## config.mk

```make
export PLATFORM = sky130hd
export DESIGN_NAME = mgmt_ident_adv_regs
export DESIGN_NICKNAME = d
export VERILOG_FILES = /design/src/shared/phy_regs_pkg.sv /design/src/rtl/mgmt_ident_adv_regs.sv /design/src/rtl/pin_sync.sv /design/src/rtl/adv_store.sv
export SDC_FILE = /design/constraint.sdc
export NUM_CORES = 1
export LEC_CHECK = 0
export ABC_AREA = 1
export BUFFER_PORTS_ARGS = -buffer_cell sky130_fd_sc_hd__buf_2
export CAP_MARGIN = 0
export CORE_MARGIN = 1
export CORE_UTILIZATION = 55
export DETAILED_ROUTE_END_ITERATION = 10
export PLACE_DENSITY_LB_ADDON = 0.12
export SYNTH_ARGS = -nofsm -noshare
export SYNTH_HDL_FRONTEND = slang
export SYNTH_HIERARCHICAL = 1
export SYNTH_SLANG_ARGS = --single-unit
```

## constraint.sdc

```tcl
create_clock -name mclk -period 2.2 [get_ports mclk]
set_input_delay 0.33 -clock mclk [delete_from_list [all_inputs] [get_ports mclk]]
set_output_delay 0.33 -clock mclk [all_outputs]
set_load 0.02 [all_outputs]
```

## src/shared/phy_regs_pkg.sv

```systemverilog
// Constants for the identifier and advertisement management registers
package phy_regs_pkg;

  // Register addresses on the management bus
  localparam logic [4:0] REG_ID_HIGH = 5'h02;
  localparam logic [4:0] REG_ID_LOW = 5'h03;
  localparam logic [4:0] REG_ADVERT = 5'h04;

  // Identifier field layout
  localparam int OUI_KEEP_MSB = 21;
  localparam int OUI_HIGH_LSB = 6;
  localparam int OUI_LOW_MSB = 5;
  localparam int ID_LOW_OUI_POS = 10;
  localparam int ID_LOW_MODEL_POS = 4;
  localparam int ID_LOW_REV_POS = 0;

  // Advertisement field positions
  localparam int ADV_NEXT_PAGE_POS = 15;
  localparam int ADV_ACK_POS = 14;
  localparam int ADV_REMOTE_FAULT_POS = 13;
  localparam int ADV_RSVD_HI_POS = 12;
  localparam int ADV_RSVD_LO_POS = 11;
  localparam int ADV_PAUSE_POS = 10;
  localparam int ADV_FOURPAIR_POS = 9;
  localparam int ADV_FAST_FDX_POS = 8;
  localparam int ADV_FAST_HDX_POS = 7;
  localparam int ADV_TEN_FDX_POS = 6;
  localparam int ADV_TEN_HDX_POS = 5;
  localparam int ADV_SELECTOR_MSB = 4;
  localparam int ADV_SELECTOR_LSB = 0;

  // Advertisement reset value and writable bits
  localparam logic [4:0] SELECTOR_CSMA_CD = 5'h01;
  localparam logic [15:0] ADV_RESET = 16'h01e1;
  localparam logic [15:0] ADV_WRITE_MASK = 16'h3dff;

  // Management frame layout
  localparam int PREAMBLE_BITS = 32;
  localparam logic [1:0] OP_WRITE = 2'b01;
  localparam logic [1:0] OP_READ = 2'b10;
  localparam logic [1:0] TA_WRITE = 2'b10;
  localparam int OP_BITS = 2;
  localparam int ADDR_BITS = 5;
  localparam int DATA_BITS = 16;
  localparam logic [15:0] UNMAPPED_READ = 16'h0000;

endpackage

```

## src/rtl/mgmt_ident_adv_regs.sv

```systemverilog
// Serial management slave serving identifier and advertisement registers
module mgmt_ident_adv_regs #(
  parameter logic [23:0] VENDOR_OUI = 24'h5a3c96, // Arbitrary value
  parameter logic [5:0] MODEL_NUMBER = 6'h15, // Arbitrary value
  parameter logic [3:0] MODEL_REVISION = 4'h3, // Arbitrary value
  parameter logic [4:0] PHY_ADDRESS = 5'h01,
  parameter int PREAMBLE_LEN = phy_regs_pkg::PREAMBLE_BITS
) (
  input wire logic mclk,
  input wire logic sys_rst,
  input wire logic mdc,
  input wire logic mdio_in,
  output logic mdio_out,
  output logic mdio_oe,
  input wire logic an_ack,
  output logic [15:0] adv_word
);

  typedef enum logic [7:0] {
    ST_PREAMBLE = 8'h01,
    ST_START = 8'h02,
    ST_OPCODE = 8'h04,
    ST_PHYAD = 8'h08,
    ST_REGAD = 8'h10,
    ST_TA = 8'h20,
    ST_READ = 8'h40,
    ST_WRITE = 8'h80
  } frame_state_t;

  localparam logic [5:0] PRE_LEN = 6'(PREAMBLE_LEN);
  localparam logic [5:0] PRE_MAX = 6'(phy_regs_pkg::PREAMBLE_BITS);
  localparam logic [4:0] OP_LAST = 5'(phy_regs_pkg::OP_BITS - 1);
  localparam logic [4:0] ADDR_LAST = 5'(phy_regs_pkg::ADDR_BITS - 1);
  localparam logic [4:0] DATA_LAST = 5'(phy_regs_pkg::DATA_BITS - 1);

  generate
    if (PREAMBLE_LEN < 1 || PREAMBLE_LEN > phy_regs_pkg::PREAMBLE_BITS) begin : g_bad_pre
      $error("PREAMBLE_LEN must lie between 1 and 32");
    end
  endgenerate

  // Pin synchronisers and clock edge detection
  logic mdc_s;
  logic mdio_s;
  logic mdc_d_reg;
  logic mdc_d_next;
  logic mdc_rise;

  pin_sync #(
    .WIDTH(1)
  ) u_sync_mdc (
    .mclk(mclk),
    .sys_rst(sys_rst),
    .async_in(mdc),
    .sync_out(mdc_s)
  );

  pin_sync #(
    .WIDTH(1)
  ) u_sync_mdio (
    .mclk(mclk),
    .sys_rst(sys_rst),
    .async_in(mdio_in),
    .sync_out(mdio_s)
  );

  always_comb begin
    mdc_d_next = mdc_s;
  end

  always_ff @(posedge mclk or posedge sys_rst) begin
    if (sys_rst) begin
      mdc_d_reg <= 1'b0;
    end else begin
      mdc_d_reg <= mdc_d_next;
    end
  end

  assign mdc_rise = mdc_s & ~mdc_d_reg;

  // Fixed identifier words; top two vendor bits unused
  logic [15:0] id_high_word;
  logic [15:0] id_low_word;

  assign id_high_word = VENDOR_OUI[phy_regs_pkg::OUI_KEEP_MSB:phy_regs_pkg::OUI_HIGH_LSB];
  assign id_low_word = {VENDOR_OUI[phy_regs_pkg::OUI_LOW_MSB:0],
                        MODEL_NUMBER,
                        MODEL_REVISION};

  // Read data selection; reading changes nothing
  function automatic logic [15:0] read_word(input logic [4:0] addr, input logic [15:0] adv);
    logic [15:0] value;
    value = phy_regs_pkg::UNMAPPED_READ;
    case (addr)
      phy_regs_pkg::REG_ID_HIGH: value = id_high_word;
      phy_regs_pkg::REG_ID_LOW: value = id_low_word;
      phy_regs_pkg::REG_ADVERT: value = adv;
      default: value = phy_regs_pkg::UNMAPPED_READ;
    endcase
    return value;
  endfunction

  // Frame sequencer state
  frame_state_t state_reg;
  frame_state_t state_next;
  logic [4:0] bit_cnt_reg;
  logic [4:0] bit_cnt_next;
  logic [5:0] ones_cnt_reg;
  logic [5:0] ones_cnt_next;
  logic [1:0] op_reg;
  logic [1:0] op_next;
  logic [4:0] phyad_reg;
  logic [4:0] phyad_next;
  logic [4:0] regad_reg;
  logic [4:0] regad_next;
  logic ta_first_reg;
  logic ta_first_next;
  logic ta_ok_reg;
  logic ta_ok_next;

  // Data path and pin driver state
  logic [15:0] shift_reg;
  logic [15:0] shift_next;
  logic out_reg;
  logic out_next;
  logic oe_reg;
  logic oe_next;

  // Write port toward the advertisement store
  logic wr_en_reg;
  logic wr_en_next;
  logic [15:0] wr_data_reg;
  logic [15:0] wr_data_next;

  logic addr_hit;
  logic is_read;
  logic is_write;

  assign addr_hit = (phyad_reg == PHY_ADDRESS);
  assign is_read = (op_reg == phy_regs_pkg::OP_READ);
  assign is_write = (op_reg == phy_regs_pkg::OP_WRITE);

  always_comb begin
    state_next = state_reg;
    bit_cnt_next = bit_cnt_reg;
    ones_cnt_next = ones_cnt_reg;
    op_next = op_reg;
    phyad_next = phyad_reg;
    regad_next = regad_reg;
    ta_first_next = ta_first_reg;
    ta_ok_next = ta_ok_reg;
    shift_next = shift_reg;
    out_next = out_reg;
    oe_next = oe_reg;
    wr_en_next = 1'b0;
    wr_data_next = wr_data_reg;
    if (mdc_rise) begin
      case (state_reg)
        ST_PREAMBLE: begin
          if (mdio_s) begin
            if (ones_cnt_reg != PRE_MAX) begin
              ones_cnt_next = ones_cnt_reg + 6'h01;
            end
          end else if (ones_cnt_reg >= PRE_LEN) begin
            // First start bit seen after enough preamble
            state_next = ST_START;
          end else begin
            ones_cnt_next = 6'h00;
          end
        end
        ST_START: begin
          ones_cnt_next = 6'h00;
          bit_cnt_next = 5'h00;
          if (mdio_s) begin
            state_next = ST_OPCODE;
          end else begin
            state_next = ST_PREAMBLE;
          end
        end
        ST_OPCODE: begin
          op_next = {op_reg[0], mdio_s};
          if (bit_cnt_reg == OP_LAST) begin
            bit_cnt_next = 5'h00;
            state_next = ST_PHYAD;
          end else begin
            bit_cnt_next = bit_cnt_reg + 5'h01;
          end
        end
        ST_PHYAD: begin
          phyad_next = {phyad_reg[3:0], mdio_s};
          if (bit_cnt_reg == ADDR_LAST) begin
            bit_cnt_next = 5'h00;
            state_next = ST_REGAD;
          end else begin
            bit_cnt_next = bit_cnt_reg + 5'h01;
          end
        end
        ST_REGAD: begin
          regad_next = {regad_reg[3:0], mdio_s};
          if (bit_cnt_reg == ADDR_LAST) begin
            bit_cnt_next = 5'h00;
            // Snapshot read data before the turnaround
            shift_next = read_word({regad_reg[3:0], mdio_s}, adv_word);
            if (is_read || is_write) begin
              state_next = ST_TA;
            end else begin
              state_next = ST_PREAMBLE;
            end
          end else begin
            bit_cnt_next = bit_cnt_reg + 5'h01;
          end
        end
        ST_TA: begin
          if (bit_cnt_reg == 5'h00) begin
            bit_cnt_next = 5'h01;
            ta_first_next = mdio_s;
            if (is_read && addr_hit) begin
              // Second turnaround bit is driven low
              oe_next = 1'b1;
              out_next = 1'b0;
            end
          end else begin
            bit_cnt_next = 5'h00;
            if (is_read) begin
              state_next = ST_READ;
              if (addr_hit) begin
                out_next = shift_reg[15];
                shift_next = {shift_reg[14:0], 1'b0};
              end
            end else begin
              ta_ok_next = ({ta_first_reg, mdio_s} == phy_regs_pkg::TA_WRITE);
              state_next = ST_WRITE;
            end
          end
        end
        ST_READ: begin
          if (bit_cnt_reg == DATA_LAST) begin
            // Release the line after the last data bit
            oe_next = 1'b0;
            out_next = 1'b0;
            bit_cnt_next = 5'h00;
            state_next = ST_PREAMBLE;
          end else begin
            if (addr_hit) begin
              out_next = shift_reg[15];
            end
            shift_next = {shift_reg[14:0], 1'b0};
            bit_cnt_next = bit_cnt_reg + 5'h01;
          end
        end
        ST_WRITE: begin
          shift_next = {shift_reg[14:0], mdio_s};
          if (bit_cnt_reg == DATA_LAST) begin
            bit_cnt_next = 5'h00;
            state_next = ST_PREAMBLE;
            // Only the advertisement word takes writes
            if (addr_hit && ta_ok_reg && regad_reg == phy_regs_pkg::REG_ADVERT) begin
              wr_en_next = 1'b1;
              wr_data_next = {shift_reg[14:0], mdio_s};
            end
          end else begin
            bit_cnt_next = bit_cnt_reg + 5'h01;
          end
        end
        default: begin
          state_next = ST_PREAMBLE;
          bit_cnt_next = 5'h00;
          ones_cnt_next = 6'h00;
          oe_next = 1'b0;
          out_next = 1'b0;
        end
      endcase
    end
  end

  always_ff @(posedge mclk or posedge sys_rst) begin
    if (sys_rst) begin
      state_reg <= ST_PREAMBLE;
      bit_cnt_reg <= 5'h00;
      ones_cnt_reg <= 6'h00;
      op_reg <= 2'h0;
      phyad_reg <= 5'h00;
      regad_reg <= 5'h00;
      ta_first_reg <= 1'b0;
      ta_ok_reg <= 1'b0;
    end else begin
      state_reg <= state_next;
      bit_cnt_reg <= bit_cnt_next;
      ones_cnt_reg <= ones_cnt_next;
      op_reg <= op_next;
      phyad_reg <= phyad_next;
      regad_reg <= regad_next;
      ta_first_reg <= ta_first_next;
      ta_ok_reg <= ta_ok_next;
    end
  end

  always_ff @(posedge mclk or posedge sys_rst) begin
    if (sys_rst) begin
      shift_reg <= 16'h0000;
      out_reg <= 1'b0;
      oe_reg <= 1'b0;
    end else begin
      shift_reg <= shift_next;
      out_reg <= out_next;
      oe_reg <= oe_next;
    end
  end

  always_ff @(posedge mclk or posedge sys_rst) begin
    if (sys_rst) begin
      wr_en_reg <= 1'b0;
      wr_data_reg <= 16'h0000;
    end else begin
      wr_en_reg <= wr_en_next;
      wr_data_reg <= wr_data_next;
    end
  end

  // Advertisement register; reserved bits stored as written
  adv_store u_adv_store (
    .mclk(mclk),
    .sys_rst(sys_rst),
    .wr_en(wr_en_reg),
    .wr_data(wr_data_reg),
    .an_ack(an_ack),
    .adv_value(adv_word)
  );

  assign mdio_out = out_reg;
  assign mdio_oe = oe_reg;

endmodule

```

## src/rtl/pin_sync.sv

```systemverilog
// Two-flop synchroniser for pin inputs
module pin_sync #(
  parameter int WIDTH = 1
) (
  input wire logic mclk,
  input wire logic sys_rst,
  input wire logic [WIDTH-1:0] async_in,
  output logic [WIDTH-1:0] sync_out
);

  logic [WIDTH-1:0] meta_reg;
  logic [WIDTH-1:0] meta_next;
  logic [WIDTH-1:0] sync_reg;
  logic [WIDTH-1:0] sync_next;

  generate
    if (WIDTH < 1) begin : g_bad_width
      $error("pin_sync needs WIDTH of at least 1");
    end
  endgenerate

  always_comb begin
    meta_next = async_in;
    sync_next = meta_reg;
  end

  always_ff @(posedge mclk or posedge sys_rst) begin
    if (sys_rst) begin
      meta_reg <= '0;
      sync_reg <= '0;
    end else begin
      meta_reg <= meta_next;
      sync_reg <= sync_next;
    end
  end

  assign sync_out = sync_reg;

endmodule

```

## src/rtl/adv_store.sv

```systemverilog
// Advertisement register storage with fixed and hardware-driven bits
module adv_store (
  input wire logic mclk,
  input wire logic sys_rst,
  input wire logic wr_en,
  input wire logic [15:0] wr_data,
  input wire logic an_ack,
  output logic [15:0] adv_value
);

  logic [15:0] adv_reg;
  logic [15:0] adv_next;

  always_comb begin
    adv_next = adv_reg;
    if (wr_en) begin
      adv_next = (adv_reg & ~phy_regs_pkg::ADV_WRITE_MASK) |
                 (wr_data & phy_regs_pkg::ADV_WRITE_MASK);
    end
    // No next page and no four-pair mode offered
    adv_next[phy_regs_pkg::ADV_NEXT_PAGE_POS] = 1'b0;
    adv_next[phy_regs_pkg::ADV_FOURPAIR_POS] = 1'b0;
    // Acknowledge follows negotiation logic, never software
    adv_next[phy_regs_pkg::ADV_ACK_POS] = an_ack;
  end

  always_ff @(posedge mclk or posedge sys_rst) begin
    if (sys_rst) begin
      adv_reg <= phy_regs_pkg::ADV_RESET;
    end else begin
      adv_reg <= adv_next;
    end
  end

  assign adv_value = adv_reg;

endmodule

```

==> flow_summary.html <==
<table>
<tr><th>Metric</th><th>Value</th></tr>
<tr><th colspan="2">Logic synthesis</th></tr>
<tr><td>Yosys warning count</td><td>6</td></tr>
<tr><td>Mean area per synthesized cell</td><td>7.62 sq um</td></tr>
<tr><td>Syn Inst Count</td><td>580</td></tr>
<tr><td>Cell area after synthesis</td><td>4420 sq um</td></tr>
<tr><th colspan="2">Setup path</th></tr>
<tr><td>Reg-to-reg slack, setup</td><td>about 0.18 ns</td></tr>
<tr><td>Kind of launch point of the worst setup path</td><td>flop</td></tr>
<tr><td>Critical path's most frequent cell</td><td>nand2_1</td></tr>
<tr><td>Crit Path Category</td><td>flop to flop</td></tr>
<tr><td>Crit-path cells</td><td>inv_1 -&gt; ha_1 -&gt; nand4_1 -&gt; nand2_1 -&gt; nand3_1 -&gt; nor2_2 -&gt; nand2_2 -&gt; nand2_1 -&gt; nand2_1</td></tr>
<tr><td>Cell count of the worst reg-to-reg path</td><td>9</td></tr>
<tr><td>Req. time, crit path</td><td>2.44 ns</td></tr>
<tr><td>RR Endpoint</td><td>state_reg[7]$_DFFE_PP0P_</td></tr>
<tr><td>Max stage delay cell, worst path</td><td>dfrtp_1</td></tr>
<tr><td>Crit end category</td><td>flop</td></tr>
<tr><td>Start point of the critical path</td><td>bit_cnt_reg[0]$_DFFE_PP0P_</td></tr>
<tr><td>Start of the worst register-to-register path</td><td>bit_cnt_reg[0]$_DFFE_PP0P_</td></tr>
<tr><td>Critical path arrival</td><td>2.25 ns</td></tr>
<tr><td>Biggest cell delay along the critical path</td><td>0.43 ns</td></tr>
<tr><td>Maximum fanout encountered on the critical timing path</td><td>8</td></tr>
<tr><th colspan="2">Timing</th></tr>
<tr><td>Worst clock skew on the final layout</td><td>0.0146 ns</td></tr>
<tr><td>Pin slew with the least headroom to its limit</td><td>0.639 ns</td></tr>
<tr><td>Final Setup Violations</td><td>0</td></tr>
<tr><td>Setup tns final</td><td>0 ns</td></tr>
<tr><td>Achievable frequency</td><td>0.496 GHz</td></tr>
<tr><td>Setup repair after global routing missed its margin</td><td>false</td></tr>
<tr><td>Minimum clock period after layout</td><td>2.02 ns</td></tr>
<tr><td>Final count of hold timing violations</td><td>0</td></tr>
<tr><td>Remaining max-slew budget at the tightest pin</td><td>57.3%</td></tr>
<tr><td>Final critical-path share of the clock period</td><td>91.7%</td></tr>
<tr><td>Final Max Tran Viols</td><td>0</td></tr>
<tr><th colspan="2">Clock network</th></tr>
<tr><td>Clock-pin slew on the worst setup and hold paths</td><td>0.09 ns</td></tr>
<tr><td>Clock latency at the later pin of the worst-skew pair</td><td>0.36 ns</td></tr>
<tr><td>Root buffer cell</td><td>clkbuf_8</td></tr>
<tr><td>Number of sinks on the clock net</td><td>84</td></tr>
<tr><td>Longest Clk Path Bufs</td><td>2</td></tr>
<tr><td>CTS H-Tree Depth</td><td>3</td></tr>
<tr><td>TritonCTS Buffers</td><td>9</td></tr>
<tr><td>CTS tree</td><td>yes</td></tr>
<tr><th colspan="2">Detailed routing</th></tr>
<tr><td>DRT Pass-1 Iters</td><td>5</td></tr>
<tr><td>Routed len/inst</td><td>13.9 microns</td></tr>
<tr><td>Total detailed-routing wirelength</td><td>roughly 10000 microns</td></tr>
<tr><td>Number of vias per cell</td><td>roughly 5.2</td></tr>
<tr><td>Antenna violation net count after detailed routing</td><td>0</td></tr>
<tr><td>Total vias in the final route</td><td>3740</td></tr>
<tr><td>Drt initial violations</td><td>241</td></tr>
<tr><td>DRC errors left</td><td>0</td></tr>
<tr><th colspan="2">Global route</th></tr>
<tr><td>Largest net degree at the start of global routing</td><td>27</td></tr>
<tr><td>GRT Util Overall</td><td>25.5%</td></tr>
<tr><td>Initial antenna violation count</td><td>0</td></tr>
<tr><td>Global-route wire length before repair</td><td>16800 microns</td></tr>
<tr><td>Total congestion overflow</td><td>0</td></tr>
<tr><td>Via count of the first global-routing pass</td><td>about 3600</td></tr>
<tr><th colspan="2">Die</th></tr>
<tr><td>Die area</td><td>8400 sq um</td></tr>
<tr><td>Starting Density</td><td>56.9%</td></tr>
<tr><td>Area of the placeable core</td><td>7770 sq um</td></tr>
<tr><td>Chip Width</td><td>91.6 microns</td></tr>
<tr><td>Height of the die</td><td>a little over 90 microns</td></tr>
<tr><td>Count of standard-cell rows</td><td>32</td></tr>
<tr><td>Ports placed on the boundary</td><td>23</td></tr>
<tr><th colspan="2">Placed design</th></tr>
<tr><td>PortBufs</td><td>20</td></tr>
<tr><td>Post-DP HPWL</td><td>7030 microns</td></tr>
<tr><td>Placer congestion estimate</td><td>0.910</td></tr>
<tr><td>Count of placed standard cells including taps</td><td>701</td></tr>
<tr><th colspan="2">Power and ir drop</th></tr>
<tr><td>Share of power burned in the clock network</td><td>27.2%</td></tr>
<tr><td>Sw Pwr</td><td>~1.4 mW</td></tr>
<tr><td>Switching part of the total</td><td>between 30% and 40%</td></tr>
<tr><td>Combinational share of power</td><td>25.4%</td></tr>
<tr><td>Internal power consumption</td><td>2.38 mW</td></tr>
<tr><td>Power per standard cell area</td><td>around 770 nW/um^2</td></tr>
<tr><td>Total Power</td><td>3.75 mW</td></tr>
<tr><td>Peak supply drop</td><td>roughly 0.43 mV</td></tr>
<tr><td>Sequential fraction of design power</td><td>47.4%</td></tr>
<tr><td>Leakage component of the power</td><td>2.50 nW</td></tr>
<tr><th colspan="2">Worst hold path</th></tr>
<tr><td>Worst hold endpoint</td><td>u_sync_mdio/meta_reg$_DFF_PP0_</td></tr>
<tr><td>Type of the tightest min-delay check</td><td>input pin to flop</td></tr>
<tr><td>Startpoint of the tightest hold check path</td><td>mdio_in</td></tr>
<tr><td>Worst Hold Path Cells</td><td>1</td></tr>
<tr><th colspan="2">Final layout</th></tr>
<tr><td>Ratio of cells with drive above 1 in the final layout</td><td>about 14%</td></tr>
<tr><td>Synthesis-to-layout area growth</td><td>10.7%</td></tr>
<tr><td>Most common cell after layout, fill and taps aside</td><td>nand2_1</td></tr>
<tr><td>Commonest cells after routing, fill and taps aside</td><td>nand2_1, dfrtp_1, inv_1</td></tr>
<tr><td>Number of flip-flops in the largest register</td><td>16</td></tr>
<tr><td>Final cell count without fillers</td><td>719</td></tr>
<tr><td>Post-layout net count</td><td>625</td></tr>
<tr><td>Number of diodes</td><td>0</td></tr>
<tr><th colspan="2">Run status</th></tr>
<tr><td>Outcome</td><td>finished, final reports clean</td></tr>
<tr><th colspan="2">Run</th></tr>
<tr><td>Count of max-cap constraint violations</td><td>0</td></tr>
</table>
[area by class of cell]
type	instances	area, sq um
clock buffer	10	128
clock inverter	6	48.8
fill	688	2880
inverter	68	255
multi-input combinational	417	2000
sequential	84	2110
tap	102	128
timing repair buffer	32	218
[critical path, delay by kind of cell (launching register included)]
family	cells	cell delay (ns)
fa+ha+maj	1	0.18
buf+inv	1	0.13
flops	1	0.43
simple gates	7	1.18
[routing by layer]
layer	track usage (%)	vias to the layer above	routed length, microns
li1	-	1878	-
met1	36.9	1768	4830
met2	39.3	86	4550
met3	3.73	8	510
met4	8.33	0	90
met5	0	-	0
[worst max-delay path by stage]
stage	slack [ns]	to
6_report	0.18	state_reg[7]$_DFFE_PP0P_
3_3_place_gp	0.16	wr_data_reg[10]$_DFFE_PP0P_
4_1_cts	0.07	wr_data_reg[2]$_DFFE_PP0P_
3_5_place_dp	0.08	wr_data_reg[10]$_DFFE_PP0P_
5_1_grt	0.07	state_reg[7]$_DFFE_PP0P_
2_1_floorplan	0.22	bit_cnt_reg[0]$_DFFE_PP0P_
[power by group through the flow]
stage                     clock [mW]  sequential [mW]  combinational [mW]
after CTS                       1.03             1.78               0.955
after global routing            1.09             1.79                1.08
after floorplan                    0             1.78               0.714
after global placement             0             1.80               0.919
after detailed placement           0             1.80               0.949
final                           1.02             1.78               0.952
[per-stage QoR]
stage,instance area [sq um],setup WS (ns),hold WS [ns],util (%)
2_1_floorplan,4420,0.217,0.0712,-
3_3_place_gp,4680,0.164,0.215,60.2
3_5_place_dp,4680,0.0787,0.226,60.2
4_1_cts,4860,0.0709,0.0718,62.6
5_1_grt,4890,0.0720,0.0651,63.0
6_report,4890,0.183,0.0763,63.0
[timing repair]
| action | CTS | global route |
|---|---|---|
| buffers inserted | 0 | 0 |
| setup endpoints to repair | 0 | 24 |
| hold buffers | 1 | 0 |
| gates resized for setup | 0 | 3 |
| endpoints found under the hold margin | 4 | 0 |
No activity file was read; power rests on OpenSTA's default activity.
